**src/design/csr_params.svh**
```systemverilog
// constants for the core special-register state block
`ifndef CSR_PARAMS_SVH
`define CSR_PARAMS_SVH

`define CSR_VEC_SP_ADDR    32'h0000_0000
`define CSR_VEC_PC_ADDR    32'h0000_0004
`define CSR_LINK_RESET     32'h0fff_ffff
`define CSR_STATUS_RESET   32'h0100_0000
`define CSR_FLAG_N         31
`define CSR_FLAG_Z         30
`define CSR_FLAG_C         29
`define CSR_FLAG_V         28
`define CSR_FLAG_Q         27
`define CSR_TBIT           24
`define CSR_EXC_NMI        9'h002
`define CSR_EXC_THREAD     9'h000
`define CSR_FLAGS_MASK     32'hf800_0000
`define CSR_EXEC_MASK      32'h0700_fc00
`define CSR_EXC_MASK       32'h0000_01ff
`define CSR_SEL_BIT        1
`define CSR_NUM_GPR        13

`endif

```
**src/design/csr_pkg.sv**
```systemverilog
// types for the core special-register state block
package csr_pkg;

   typedef enum logic [3:0] {
      CSR_SEL_GPR        = 4'h0,
      CSR_SEL_SP         = 4'h1,
      CSR_SEL_MAIN_SP    = 4'h2,
      CSR_SEL_PROC_SP    = 4'h3,
      CSR_SEL_LINK       = 4'h4,
      CSR_SEL_PC         = 4'h5,
      CSR_SEL_FLAGS      = 4'h6,
      CSR_SEL_EXCNUM     = 4'h7,
      CSR_SEL_EXEC       = 4'h8,
      CSR_SEL_FLAGS_EXC  = 4'h9,
      CSR_SEL_FLAGS_EXEC = 4'ha,
      CSR_SEL_EXEC_EXC   = 4'hb,
      CSR_SEL_STATUS     = 4'hc,
      CSR_SEL_PRIM       = 4'hd,
      CSR_SEL_FAULT      = 4'he,
      CSR_SEL_CONTROL    = 4'hf
   } csr_sel_e;

   typedef enum logic [1:0] {
      CSR_ST_RESET_SP = 2'b00,
      CSR_ST_RESET_PC = 2'b01,
      CSR_ST_RUN      = 2'b10
   } csr_state_e;

   // register access from the execute stage
   typedef struct packed {
      logic        wr;
      csr_sel_e    sel;
      logic [3:0]  gpr_idx;
      logic [31:0] wdata;
   } csr_acc_s;

   // flag results from the execute stage
   typedef struct packed {
      logic upd_nz;
      logic upd_c;
      logic upd_v;
      logic result_neg;
      logic result_zero;
      logic carry;
      logic overflow;
      logic saturated;
   } csr_flags_s;

endpackage

```
**src/design/csr_core_state.sv**
```systemverilog
// core special-register state: general registers, stacks, status words, masks
// Overview of operation
// - thirteen 32-bit general registers, readable and writable by any software.
// - thread mode control bit 1 picks main (0, reset) or process stack.
// - main stack pointer loads from word at address zero at reset.
// - link register loads fixed value at reset.
// - program counter bit 0 always reads zero.
// - program counter loads the reset vector word from address four.
// - status word holds flags, set-state bit, predication/continuation and exception number.
// - status views accessible singly, paired or all; exec+exception pair read-only.
// - exception number writes ignored; exec-state bits read zero, writes ignored.
// - negative flag follows result sign, zero flag set exactly on zero.
// - carry set on add carry or subtract without borrow.
// - overflow set when operation overflows, cleared otherwise.
// - saturation flag sticky until software clears or reset.
// - exception number field reports current exception, zero in thread.
// - execution status set-state bit always one, plus predication/continuation fields.
// - interrupted multi-register transfer records next register in bits 15:12.
// - while continuation state held, bits 26:25 and 11:10 read zero.
// - predication block covers up to four conditional instructions.
// - configurable-exception block bit blocks configurable-priority exceptions.
// - all-exception block bit blocks all exceptions.
// - exception exit other than non-maskable clears all-exception block bit.
// - both mask bits via register moves and interrupt state change instruction.
// - handler mode stack select reads zero and ignores writes.
// - core enters thread mode on leaving reset.
`timescale 1ns/1ps
`include "csr_params.svh"

module csr_core_state (
   input  wire logic                   clk,
   input  wire logic                   rst_n,
   // reset vector fetch
   output logic                        vec_req,
   output logic [31:0]                 vec_addr,
   input  wire logic                   vec_valid,
   input  wire logic [31:0]            vec_data,
   output logic                        core_ready,
   // register access
   input  wire csr_pkg::csr_acc_s      acc,
   output logic [31:0]                 rdata,
   // flag updates
   input  wire csr_pkg::csr_flags_s    flags_in,
   // program counter
   input  wire logic                   pc_load,
   input  wire logic [31:0]            pc_value,
   output logic [31:0]                 program_counter,
   // exception entry and exit
   input  wire logic                   exc_enter,
   input  wire logic [8:0]             exc_num,
   input  wire logic                   exc_exit,
   input  wire logic [8:0]             exc_ret_num,
   // execution state save and restore
   input  wire logic                   exec_load,
   input  wire logic [7:0]             exec_value,
   input  wire logic                   xfer_suspend,
   input  wire logic [3:0]             xfer_next_reg,
   output logic [7:0]                  exec_state,
   output logic                        xfer_pending,
   output logic [3:0]                  xfer_resume_reg,
   // interrupt state change instruction
   input  wire logic                   isc_en,
   input  wire logic                   isc_disable,
   input  wire logic                   isc_prim,
   input  wire logic                   isc_fault,
   // status to the rest of the core
   output logic                        handler_mode,
   output logic                        use_process_stack,
   output logic [31:0]                 stack_pointer,
   output logic [31:0]                 status_word,
   output logic                        block_configurable,
   output logic                        block_all
);
   import csr_pkg::*;

   csr_state_e  state_reg;
   logic [31:0] gpr_reg [`CSR_NUM_GPR];
   logic [31:0] main_stack_pointer_reg;
   logic [31:0] process_stack_pointer_reg;
   logic [31:0] link_register_reg;
   logic [31:0] pc_reg;
   logic [4:0]  flags_reg;
   logic [8:0]  exc_reg;
   logic [7:0]  exec_reg;
   logic        sel_reg;
   logic        prim_reg;
   logic        fault_reg;
   logic        run;
   logic        wr;
   logic        flags_view_wr;
   logic        flags_view_rd;
   logic        exc_view_rd;
   logic        exec_view_rd;
   logic [31:0] exec_bits;

   assign run  = (state_reg == CSR_ST_RUN);
   assign wr   = acc.wr && run;

   // reset vector fetch sequence
   always_ff @(posedge clk or negedge rst_n) begin
      if (!rst_n) begin
         state_reg <= CSR_ST_RESET_SP;
      end else begin
         case (state_reg)
            CSR_ST_RESET_SP: begin
               if (vec_valid) begin
                  state_reg <= CSR_ST_RESET_PC;
               end
            end
            CSR_ST_RESET_PC: begin
               if (vec_valid) begin
                  state_reg <= CSR_ST_RUN;
               end
            end
            CSR_ST_RUN: state_reg <= CSR_ST_RUN;
            default:    state_reg <= CSR_ST_RESET_SP;
         endcase
      end
   end

   assign vec_req    = !run;
   assign vec_addr   = (state_reg == CSR_ST_RESET_SP) ? `CSR_VEC_SP_ADDR
                                                     : `CSR_VEC_PC_ADDR;
   assign core_ready = run;

   // general registers
   genvar gi;
   generate
      for (gi = 0; gi < `CSR_NUM_GPR; gi++) begin : g_gpr
         always_ff @(posedge clk or negedge rst_n) begin
            if (!rst_n) begin
               gpr_reg[gi] <= 32'h0000_0000;
            end else if (wr && acc.sel == CSR_SEL_GPR && acc.gpr_idx == 4'(gi)) begin
               gpr_reg[gi] <= acc.wdata;
            end
         end
      end
   endgenerate

   // stack pointers
   always_ff @(posedge clk or negedge rst_n) begin
      if (!rst_n) begin
         main_stack_pointer_reg <= 32'h0000_0000;
      end else if (state_reg == CSR_ST_RESET_SP && vec_valid) begin
         main_stack_pointer_reg <= vec_data;
      end else if (wr && (acc.sel == CSR_SEL_MAIN_SP ||
                          (acc.sel == CSR_SEL_SP && !use_process_stack))) begin
         main_stack_pointer_reg <= acc.wdata;
      end
   end

   always_ff @(posedge clk or negedge rst_n) begin
      if (!rst_n) begin
         process_stack_pointer_reg <= 32'h0000_0000;
      end else if (wr && (acc.sel == CSR_SEL_PROC_SP ||
                          (acc.sel == CSR_SEL_SP && use_process_stack))) begin
         process_stack_pointer_reg <= acc.wdata;
      end
   end

   always_ff @(posedge clk or negedge rst_n) begin
      if (!rst_n) begin
         link_register_reg <= `CSR_LINK_RESET;
      end else if (wr && acc.sel == CSR_SEL_LINK) begin
         link_register_reg <= acc.wdata;
      end
   end

   // program counter, halfword aligned
   always_ff @(posedge clk or negedge rst_n) begin
      if (!rst_n) begin
         pc_reg <= 32'h0000_0000;
      end else if (state_reg == CSR_ST_RESET_PC && vec_valid) begin
         pc_reg <= {vec_data[31:1], 1'b0};
      end else if (run && pc_load) begin
         pc_reg <= {pc_value[31:1], 1'b0};
      end else if (wr && acc.sel == CSR_SEL_PC) begin
         pc_reg <= {acc.wdata[31:1], 1'b0};
      end
   end

   assign program_counter = pc_reg;

   // flag views that accept writes
   assign flags_view_wr = (acc.sel == CSR_SEL_FLAGS) || (acc.sel == CSR_SEL_FLAGS_EXC) ||
                          (acc.sel == CSR_SEL_FLAGS_EXEC) || (acc.sel == CSR_SEL_STATUS);
   assign flags_view_rd = flags_view_wr;
   assign exc_view_rd   = (acc.sel == CSR_SEL_EXCNUM) || (acc.sel == CSR_SEL_FLAGS_EXC) ||
                          (acc.sel == CSR_SEL_EXEC_EXC) || (acc.sel == CSR_SEL_STATUS);
   assign exec_view_rd  = (acc.sel == CSR_SEL_EXEC) || (acc.sel == CSR_SEL_FLAGS_EXEC) ||
                          (acc.sel == CSR_SEL_EXEC_EXC) || (acc.sel == CSR_SEL_STATUS);

   // condition flags; saturation is sticky, set wins over software clear
   always_ff @(posedge clk or negedge rst_n) begin
      if (!rst_n) begin
         flags_reg <= 5'h00;
      end else begin
         if (wr && flags_view_wr) begin
            flags_reg <= acc.wdata[`CSR_FLAG_N:`CSR_FLAG_Q];
         end
         if (run && flags_in.upd_nz) begin
            flags_reg[4] <= flags_in.result_neg;
            flags_reg[3] <= flags_in.result_zero;
         end
         if (run && flags_in.upd_c) begin
            flags_reg[2] <= flags_in.carry;
         end
         if (run && flags_in.upd_v) begin
            flags_reg[1] <= flags_in.overflow;
         end
         if (run && flags_in.saturated) begin
            flags_reg[0] <= 1'b1;
         end
      end
   end

   // exception number; software writes never reach it
   always_ff @(posedge clk or negedge rst_n) begin
      if (!rst_n) begin
         exc_reg <= `CSR_EXC_THREAD;
      end else if (run && exc_enter) begin
         exc_reg <= exc_num;
      end else if (run && exc_exit) begin
         exc_reg <= exc_ret_num;
      end
   end

   assign handler_mode = (exc_reg != `CSR_EXC_THREAD);

   // predication / continuation state, hardware only
   always_ff @(posedge clk or negedge rst_n) begin
      if (!rst_n) begin
         exec_reg <= 8'h00;
      end else if (run && xfer_suspend) begin
         exec_reg <= {2'b00, xfer_next_reg, 2'b00};
      end else if (run && exec_load) begin
         exec_reg <= exec_value;
      end
   end

   assign exec_state      = exec_reg;
   assign xfer_pending    = (exec_reg[7:6] == 2'b00) && (exec_reg[1:0] == 2'b00) &&
                            (exec_reg[5:2] != 4'h0);
   assign xfer_resume_reg = exec_reg[5:2];
   assign exec_bits       = {5'h00, exec_reg[7:6], 1'b1, 8'h00, exec_reg[5:0], 10'h000};

   // stack select: writes ignored in handler mode
   always_ff @(posedge clk or negedge rst_n) begin
      if (!rst_n) begin
         sel_reg <= 1'b0;
      end else if (wr && acc.sel == CSR_SEL_CONTROL && !handler_mode) begin
         sel_reg <= acc.wdata[`CSR_SEL_BIT];
      end
   end

   assign use_process_stack = sel_reg && !handler_mode;
   assign stack_pointer     = use_process_stack ? process_stack_pointer_reg
                                                : main_stack_pointer_reg;

   // exception mask bits
   always_ff @(posedge clk or negedge rst_n) begin
      if (!rst_n) begin
         prim_reg <= 1'b0;
      end else if (run && isc_en && isc_prim) begin
         prim_reg <= isc_disable;
      end else if (wr && acc.sel == CSR_SEL_PRIM) begin
         prim_reg <= acc.wdata[0];
      end
   end

   always_ff @(posedge clk or negedge rst_n) begin
      if (!rst_n) begin
         fault_reg <= 1'b0;
      end else if (run && exc_exit && exc_reg != `CSR_EXC_NMI) begin
         fault_reg <= 1'b0;
      end else if (run && isc_en && isc_fault) begin
         fault_reg <= isc_disable;
      end else if (wr && acc.sel == CSR_SEL_FAULT) begin
         fault_reg <= acc.wdata[0];
      end
   end

   assign block_configurable = prim_reg;
   assign block_all          = fault_reg;

   assign status_word = {flags_reg, 27'h0} | exec_bits | {23'h0, exc_reg};

   // read mux; exec bits never visible to software
   always_comb begin
      rdata = 32'h0000_0000;
      case (acc.sel)
         CSR_SEL_GPR: begin
            if (acc.gpr_idx < 4'(`CSR_NUM_GPR)) begin
               rdata = gpr_reg[acc.gpr_idx];
            end
         end
         CSR_SEL_SP:      rdata = stack_pointer;
         CSR_SEL_MAIN_SP: rdata = main_stack_pointer_reg;
         CSR_SEL_PROC_SP: rdata = process_stack_pointer_reg;
         CSR_SEL_LINK:    rdata = link_register_reg;
         CSR_SEL_PC:      rdata = {pc_reg[31:1], 1'b0};
         CSR_SEL_PRIM:    rdata = {31'h0, prim_reg};
         CSR_SEL_FAULT:   rdata = {31'h0, fault_reg};
         CSR_SEL_CONTROL: rdata = {30'h0, use_process_stack, 1'b0};
         default: begin
            if (flags_view_rd) begin
               rdata = rdata | {flags_reg, 27'h0};
            end
            if (exc_view_rd) begin
               rdata = rdata | {23'h0, exc_reg};
            end
            if (exec_view_rd) begin
               rdata = rdata;
            end
         end
      endcase
   end
endmodule

```
**config.mk**
```make
export PLATFORM = sky130hd
export DESIGN_NAME = csr_core_state
export DESIGN_NICKNAME = d
export VERILOG_FILES = /design/src/design/csr_pkg.sv /design/src/design/csr_core_state.sv
export VERILOG_INCLUDE_DIRS = /design/src /design/src/design
export SDC_FILE = /design/constraint.sdc
export NUM_CORES = 1
export LEC_CHECK = 0
export ABC_AREA = 1
export BUFFER_PORTS_ARGS = -buffer_cell sky130_fd_sc_hd__clkbuf_2
export CORE_MARGIN = 5
export CORE_UTILIZATION = 35
export DETAILED_ROUTE_END_ITERATION = 12
export PLACE_DENSITY = 0.52
export SLEW_MARGIN = 10
export SYNTH_ARGS = -nofsm -noshare
export SYNTH_HDL_FRONTEND = slang
export SYNTH_SLANG_ARGS = --single-unit
```
**constraint.sdc**
```tcl
create_clock -name clk -period 4.51 [get_ports clk]
set_clock_uncertainty 0.1 [all_clocks]
set_input_delay 1.1275 -clock clk [delete_from_list [all_inputs] [get_ports clk]]
set_output_delay 1.1275 -clock clk [all_outputs]
set_load 0.005 [all_outputs]
```
==> flow_summary.ini, run 1 <==
[clock_network]
cts_made_buffers = 69
cts_setup_buffers = 0
cts_sinks = 570
cts_tree = yes
cts_hold_buffers = 0
clockRootBuffer = clkbuf_16
clockBufferDepth = 3
cts_resized = 0
h-tree-depth = 3
clk_pin_slew_worst_paths_ns = 0.06
clk_latency_ns = 0.59

[logic_synthesis]
syn_area_sq_um = 27400
yosys_warnings = 0
synth_cell_types = 47
synth.avg_cell_area_sq_um = 8.02
synth_compound_area_share_pct = 18.2
async_flop_share_pct = 100
synthAdderAreaFrac_pct = 0.182
synth_area_leader_cell = dfrtp_1
synth_top_cell_area_share_pct = 49.4
synth_top_family_by_area = simple AND/OR/NAND/NOR gates
yosys.area_share.simple_pct = 22.0
yosys.area_share.xor_xnor_pct = 0
netlist_top_cells_area = dfrtp_1 49%, nand2_1 18%, o21ai_1 8.4%
synth_mux_area_share_pct = 0
ys.flop_type = dfrtp_1
synth.ff_latch_count = 570
synth_edf_count = 0
ys_seq_area_share_pct = 52.1
synthCells = 3422

[setup_path]
r2r_cells = 10
reg2reg_slack_ns = 1.38
cp_max_fo = 19
cp_cell_sequence = clkbuf_2 > buf_4 > nor2_4 > buf_4 > nand2_1 > nand4_1 > nand2_1 > nand2_1 > o21ai_0 > nand4_1 > clkbuf_2
r2r-start = state_reg[0]$_DFFE_PN0P_
crit_buf_inv = 4
critical_path.max_stage_delay_ns = 0.44
slowest_stage = o21ai_0
cp_top_family = buffers and inverters
worstPathRequired_ns = 3.28
reg2reg_to = main_stack_pointer_reg[22]$_DFFE_PN0P_
cpMostUsedCell = nand2_1
cp.arrival_ns = 3.07
cp-start-kind = input pin
setup.worst_path.end_class = output pin
critPathCapture = rdata[4]
crit_path_start = acc[32]
crit_type = in -> out
critical_path_depth = 11

[timing]
setup_viol = 0
max_slew.worst_pin.slew_ns = 1.01
slew_headroom_pct = 32.5
finalCriticalPeriod_ns = 4.29
final_hold_viol_count = 0
setup-tns-final_ns = 0
maxSlewViolCount = 0
rsz0062_at_grt = no
fin_crit_sh_pct = 95.2
max_freq_mhz = 233

[finish]
utilization_pct = 41.8
area_growth_pct = 18.1
drive_above_1_share_pct = 15.4
largest_reg_flops = 416
final_common_cell = nand2_1
final_cell_mix = 1301 x nand2_1, 542 x dfrtp_1, 459 x o21ai_1
final_nets = 3799

[pwr]
cellLeakagePower_nw = 15.6
ir_drop_v = 0.000266
powerDensity_nw_per_um2 = 469

[route]
routed-via-count = 23800
dr.pass1.iters = 5
antenna_left = 0
drtIter0Drc = 1636
wirelength_um = 91700
drc = 0
routedWlPerCell_um = 19.4
viasPerCell = 5.03

[floorplan]
dieHeight_um = 290
die_w_um = 290
core_sq_um = 77600
fp-row-count = 102
die_area_sq_um = 84100
io_pins = 334
initial_core_util_pct = 35.4

[global_routing]
grt.overflow.total = 0
grt_pass1_vias = 23100
antenna_found_initial = 2
grt_pass1_wl_um = 143000
grt_usage_pct = 21.2
grt_max_degree = 81

[place]
post-dp-hpwl_um = 59900
io_buffers = 290
gp_congestion = 0.844

[worst_hold_path]
hp-class = in -> async

[status]
status = complete, no violations

[flow_run]
drv_cap = 0
[cell type report]
class                   count  area (sq um)
well taps                1040          1300
inverters                 155           584
repair buffers            395          2650
clock buffers             109          2070
flip-flops and latches    570         14300
clock inverters            14           181
diodes                      4          10.0
fillers                  7956         45200
multi-input cells        2449         11300
[per-layer routing]
layer	wire, um	vias up	track usage [%]
met2	41400	682	33.7
met1	42900	11400	30.5
met4	1930	2	5.34
met5	13	-	0
met3	5360	120	3.54
li1	-	11600	-
[Yosys cell counts, types with 2 or more instances]
cell type	instances
nand2_1	1304
dfrtp_1	542
o21ai_1	459
o21ai_0	247
inv_1	144
buf_2	109
clkbuf_1	107
a22oi_1	94
nor2_1	65
buf_4	60
nand4_1	46
nand3_1	44
o211ai_1	34
dfstp_2	28
a21oi_1	22
a211oi_1	17
o21a_1	12
nand3_4	10
buf_1	9
o22ai_1	8
inv_2	7
a31oi_1	5
nand2_4	5
a221oi_1	4
ha_1	4
nor2_2	4
clkinv_1	3
nand2_2	3
nor3_1	3
and2_1	2
clkbuf_2	2
conb_1	2
nor2_4	2
nor3b_1	2
[cell families (layout without fill, tap and decap cells)]
family,after synthesis,count (layout)
AND/OR/NAND/NOR,1495,1495
AO/OA/AOI/OAI,908,908
flip-flops,570,570
buffers and inverters,443,673
adder cells (fa/ha/maj),4,4
other,2,46
[power by group]
group,switching [mW],internal [mW],leakage [nW],total [mW]
combinational,2.05,1.16,6.85,3.22
clock,2.20,3.33,1.10,5.52
sequential,0.518,5.95,7.66,6.47
total,4.77,10.4,15.6,15.2
[stage by stage]
stage	instances	total power [mW]	setup slack (ns)	hold WS, ns	instance area (sq um)
floorplan	3462	8.33	1.00	0.353	27600
global placement	4609	9.75	0.204	0.367	30100
detailed placement	4609	9.78	0.214	0.375	30100
CTS	4732	15.4	0.206	0.391	32400
global route	4732	16.1	0.0333	0.400	32400
finish	4736	15.2	0.217	0.386	32400
[how the worst min path moves through the flow]
stage | end | start | slack, ns | cells after the start
after floorplan | link_register_reg[28]$_DFFE_PN0P_ | link_register_reg[28]$_DFFE_PN0P_ | 0.35 | 2
after global placement | link_register_reg[29]$_DFFE_PN0P_ | link_register_reg[29]$_DFFE_PN0P_ | 0.37 | 2
after detailed placement | link_register_reg[31]$_DFFE_PN0P_ | link_register_reg[31]$_DFFE_PN0P_ | 0.37 | 2
after CTS | link_register_reg[28]$_DFFE_PN0P_ | link_register_reg[28]$_DFFE_PN0P_ | 0.39 | 2
after global routing | gpr_reg[284]$_DFFE_PN0P_ | gpr_reg[284]$_DFFE_PN0P_ | 0.40 | 2
final | exec_state[4]$_DFFE_PN0P_ | rst_n | 0.39 | 1
No activity file was read; power rests on OpenSTA's default activity.
==> inputs of run 2 (changes only) <==
--- a/config.mk
+++ b/config.mk
@@ -10,6 +10,7 @@
 export BUFFER_PORTS_ARGS = -buffer_cell sky130_fd_sc_hd__clkbuf_2
 export CORE_MARGIN = 5
 export CORE_UTILIZATION = 35
+export CTS_BUF_LIST = sky130_fd_sc_hd__clkbuf_2 sky130_fd_sc_hd__clkbuf_4 sky130_fd_sc_hd__clkbuf_8
 export DETAILED_ROUTE_END_ITERATION = 12
 export PLACE_DENSITY = 0.52
 export SLEW_MARGIN = 10
==> run 2 against run 1 <==
Power shrank 0.99%. Via count grew 0.96%. Non-clock buffer count is the same. Register-to-register slack got worse by 0.05 ns. Critical path depth rose by 1. Critical path type unchanged. Highest routed layer unchanged.
==> flow_summary.ini, run 2 (synthesis gave the netlist of run 1 again) <==
[pwr]
ir_drop_v = 0.000267
powerDensity_nw_per_um2 = 464
cellLeakagePower_nw = 15.7

[route]
drtIter0Drc = 1685
dr.pass1.iters = 5
routedWlPerCell_um = 19.2
wirelength_um = 92100
drc = 0
routed-via-count = 24100
viasPerCell = 5.01
antenna_left = 0

[global_routing]
antenna_found_initial = 3
grt_pass1_wl_um = 143000
grt.overflow.total = 0
grt_pass1_vias = 23300
grt_usage_pct = 21.3
grt_max_degree = 81

[clock_network]
cts_hold_buffers = 0
cts_tree = yes
clk_latency_ns = 0.69
h-tree-depth = 3
cts_setup_buffers = 0
cts_resized = 0
cts_made_buffers = 102
cts_sinks = 570
clk_pin_slew_worst_paths_ns = 0.06
clockRootBuffer = clkbuf_8
clockBufferDepth = 3

[place]
dp.cells = 4609
post-dp-hpwl_um = 59900
dp_slack_ns = 0.214
place_area_sq_um = 30100
gp_congestion = 0.844
io_buffers = 290

[timing]
worst_slack_ns = 0.210
max_slew.worst_pin.slew_ns = 1.01
setup_viol = 0
finalCriticalPeriod_ns = 4.30
setup-tns-final_ns = 0
max_freq_mhz = 233
maxSlewViolCount = 0
rsz0062_at_grt = no
slew_headroom_pct = 32.9
final_hold_viol_count = 0
fin_crit_sh_pct = 95.3

[floorplan]
die_w_um = 290
initial_core_util_pct = 35.4
io_pins = 334
die_area_sq_um = 84100
fp-row-count = 102
dieHeight_um = 290
core_sq_um = 77600

[finish]
multi_input_area_sq_um = 11300
area_growth_pct = 18.3
finalNonFillerCells = 4799
utilization_pct = 41.8
regArea_sq_um = 14300
stdcell_area_sq_um = 32400
nFillCells = 7982
largest_reg_flops = 416
drive_above_1_share_pct = 17.4
final_nets = 3832
final_common_cell = nand2_1
final_cell_mix = 1301 x nand2_1, 542 x dfrtp_1, 459 x o21ai_1

[setup_path]
critical_path.max_stage_delay_ns = 0.32
r2r-start = state_reg[0]$_DFFE_PN0P_
setup.worst_path.end_class = output pin
slowest_stage = clkbuf_2
cpMostUsedCell = nand2_1
reg2reg_slack_ns = 1.33
cp_cell_sequence = clkbuf_2 > buf_4 > nor2_4 > buf_12 > buf_12 > a22oi_1 > nand2_1 > nand2_1 > nand2_1 > o21ai_0 > nand2_1 > clkbuf_2
worstPathRequired_ns = 3.28
cp-start-kind = input pin
cp.arrival_ns = 3.07
cp_max_fo = 24
r2r_cells = 9
reg2reg_to = gpr_reg[49]$_DFFE_PN0P_
crit_type = in -> out

[worst_hold_path]
hp-class = in -> async

[status]
status = complete, no violations

[flow_run]
drv_cap = 0
==> run 2: cell types whose count changed in the layout (fill, tap and decap cells not counted), moves of 2 or more <==
cell / change
clkbuf_1: -23
clkbuf_16: -71
clkbuf_4: +42
clkbuf_8: +120
clkinv_2: -2
clkinv_8: -2
inv_6: -2
==> run 2: how the worst max path moves through the flow <==
stage	startpoint	to	slack, ns	cells past startpoint
final	acc[32]	rdata[17]	0.21	12
after detailed placement	acc[32]	rdata[15]	0.21	11
after floorplan	acc[32]	rdata[31]	1.00	11
after CTS	exc_reg[0]$_DFFE_PN0P_	rdata[24]	0.11	10
after global routing	exc_reg[0]$_DFFE_PN0P_	rdata[21]	0.02	11
after global placement	acc[32]	rdata[17]	0.20	12
==> run 2: critical path: cells and delay by family <==
family / cells / cell delay, ns
AOI/OAI and AO/OA: 2 / 0.50
buffers and inverters: 5 / 1.04
and+or+nand+nor: 5 / 0.36
==> run 2: area by class of cell <==
type                       instances  share of cell area, %
inverter                         155                   1.80
timing repair buffer             395                   8.17
sequential                       570                   44.1
multi-input combinational       2449                   34.8
clock buffer                     177                   6.70
antenna                            4                 0.0308
clock inverter                     9                  0.397
tap                             1040                   4.01
==> run 2: metrics by stage <==
stage	hold WS (ns)	power, mW
finish	0.312	15.1
global route	0.322	15.9
CTS	0.291	15.2
detailed placement	0.375	9.78
global placement	0.367	9.75
floorplan	0.353	8.33
==> run 2: layer usage <==
| layer | track usage [%] | routed length (um) | up-vias | part of all wire (%) |
|---|---|---|---|---|
| met3 | 3.80 | 5700 | 130 | 6.2 |
| li1 | - | - | 11700 | - |
| met5 | 0 | 13 | - | 0.014 |
| met2 | 33.7 | 41400 | 715 | 45 |
| met1 | 30.4 | 43100 | 11500 | 47 |
| met4 | 5.42 | 1840 | 2 | 2.0 |
==> run 2: where the power goes <==
group,switching (mW),total (mW),internal [mW]
clock network,2.20,5.37,3.17
logic,2.06,3.22,1.16
registers,0.520,6.47,5.95
total,4.77,15.1,10.3
==> inputs of run 3 (changes only) <==
--- a/config.mk
+++ b/config.mk
@@ -12,6 +12,7 @@
 export CORE_UTILIZATION = 35
 export CTS_BUF_LIST = sky130_fd_sc_hd__clkbuf_2 sky130_fd_sc_hd__clkbuf_4 sky130_fd_sc_hd__clkbuf_8
 export DETAILED_ROUTE_END_ITERATION = 12
+export MAX_ROUTING_LAYER = met4
 export PLACE_DENSITY = 0.52
 export SLEW_MARGIN = 10
 export SYNTH_ARGS = -nofsm -noshare
==> run 3 against run 2 <==
Clock power about the same. Sequential share of layout area stayed put. First-iteration DRC count down 3.0%. Design area did not move. Sequential power hardly changed. Final cell count stayed put. Maximum frequency about the same. Core utilization is the same. Combinational power hardly changed. Register-to-register slack better by 0.02 ns. Die area stayed put. Largest cell class unchanged. Highest routed layer is now met4.
==> flow_summary.ini, run 3 (synthesis gave the netlist of run 1 again) <==
[timing]
rsz0062_at_grt = no
worst_slack_ns = 0.206
final_hold_viol_count = 0
fin_crit_sh_pct = 95.4
max_freq_mhz = 232
maxSlewViolCount = 0
max_slew.worst_pin.slew_ns = 0.994
setup-tns-final_ns = 0
finalCriticalPeriod_ns = 4.30
slew_headroom_pct = 33.6
setup_viol = 0

[place]
dp_slack_ns = 0.214
gp_congestion = 0.858
dp.cells = 4609
io_buffers = 290
post-dp-hpwl_um = 59900

[setup_path]
cp-start-kind = input pin
cp.arrival_ns = 3.08
slowest_stage = o21ai_0
critical_path_depth = 12
r2r_cells = 10
cp_max_fo = 24
crit_buf_inv = 5
cp_cell_sequence = clkbuf_2 > buf_4 > nor2_4 > buf_12 > buf_12 > a22oi_1 > nand2_1 > nand2_1 > nand2_1 > o21ai_0 > nand2_1 > clkbuf_2
crit_type = in -> out
critical_path.max_stage_delay_ns = 0.34
worstPathRequired_ns = 3.28
cp_top_family = buffers and inverters
cpMostUsedCell = nand2_1
setup.worst_path.end_class = output pin

[flow_run]
drv_cap = 0

[global_routing]
grt_pass1_vias = 23300
grt_usage_pct = 21.9
grt_max_degree = 81
grt.overflow.total = 0
antenna_found_initial = 3
grt_pass1_wl_um = 143000

[pwr]
powerDensity_nw_per_um2 = 464
cellLeakagePower_nw = 15.7
net-switching-power_mw = 4.77
power_frac_clock_pct = 35.7
p_comb_share_pct = 21.4
ir_drop_v = 0.000267
p_int_mw = 10.3
finalPower_mw = 15.1
swShare_pct = 31.7
seq_power_share_pct = 43.0

[finish]
regArea_sq_um = 14300
final_common_cell = nand2_1
finalNonFillerCells = 4799
multi_input_area_sq_um = 11300
area_growth_pct = 18.3
utilization_pct = 41.8
largest_reg_flops = 416
final_nets = 3832
nFillCells = 7985
final_cell_mix = 1301 x nand2_1, 542 x dfrtp_1, 459 x o21ai_1
drive_above_1_share_pct = 17.4

[route]
antenna_left = 0
viasPerCell = 5.02
wirelength_um = 92000
routed-via-count = 24100
drtIter0Drc = 1634
dr.pass1.iters = 5
drc = 0
routedWlPerCell_um = 19.2

[floorplan]
core_sq_um = 77600
dieHeight_um = 290
fp-row-count = 102
die_w_um = 290
die_area_sq_um = 84100
initial_core_util_pct = 35.4
io_pins = 334

[clock_network]
clk_latency_ns = 0.70
cts_tree = yes
cts_resized = 0
cts_sinks = 570
cts_made_buffers = 102
clockBufferDepth = 3
clk_pin_slew_worst_paths_ns = 0.06
clockRootBuffer = clkbuf_8
cts_hold_buffers = 0
h-tree-depth = 3
cts_setup_buffers = 0

[worst_hold_path]
hp-class = in -> async

[status]
status = complete, no violations
[run 3: metrics by stage]
step	area [sq um]	hold WS (ns)
after floorplan	27600	0.353
after global placement	30100	0.367
after detailed placement	30100	0.375
after CTS	32400	0.291
after global routing	32400	0.325
final	32400	0.315
[run 3: worst register-to-register path, cell delays in order (launching register included)]
cell	delay [ns]
dfrtp_1	0.38
inv_1	0.13
ha_1	0.16
buf_4	0.30
nand2_1	0.43
inv_2	0.40
nand2_1	0.19
nand2_2	0.52
buf_12	0.27
nand2_1	0.10
o21ai_1	0.08
[run 3: layer usage]
metal | part of all wire (%) | vias to the layer above | GRT usage (%) | routed length [um]
met1 | 47 | 11500 | 30.4 | 43000
li1 | - | 11700 | - | -
met2 | 45 | 695 | 33.8 | 41600
met4 | 1.9 | 0 | 5.42 | 1790
met3 | 6.1 | 132 | 3.78 | 5590
met5 | 0 | - | - | 0
[run 3: area by class of cell]
type,instances,area share [%]
flip-flops and latches,570,44.1
multi-input cells,2449,34.8
clock inverters,9,0.397
inverters,155,1.80
diodes,4,0.0308
well taps,1040,4.01
clock buffers,177,6.70
repair buffers,395,8.17
[run 3: power by group through the flow]
stage	sequential (mW)	clock [mW]	combinational, mW
floorplan	6.42	0	1.91
detailed placement	6.55	0	3.23
global route	6.56	5.74	3.64
finish	6.47	5.37	3.22
global placement	6.53	0	3.22
CTS	6.46	5.51	3.25
[run 3: worst paths after layout]
check | startpoint | to | slack [ns]
worst min register to register | gpr_reg[349]$_DFFE_PN0P_ | gpr_reg[349]$_DFFE_PN0P_ | 0.39
worst max register to register | state_reg[0]$_DFFE_PN0P_ | main_stack_pointer_reg[22]$_DFFE_PN0P_ | 1.35
worst min-delay path | rst_n | exec_state[4]$_DFFE_PN0P_ | 0.31
min in group clk | gpr_reg[349]$_DFFE_PN0P_ | gpr_reg[349]$_DFFE_PN0P_ | 0.39
max in group asynchronous | rst_n | link_register_reg[17]$_DFFE_PN1P_ | 3.00
worst max-delay path | acc[32] | rdata[17] | 0.21
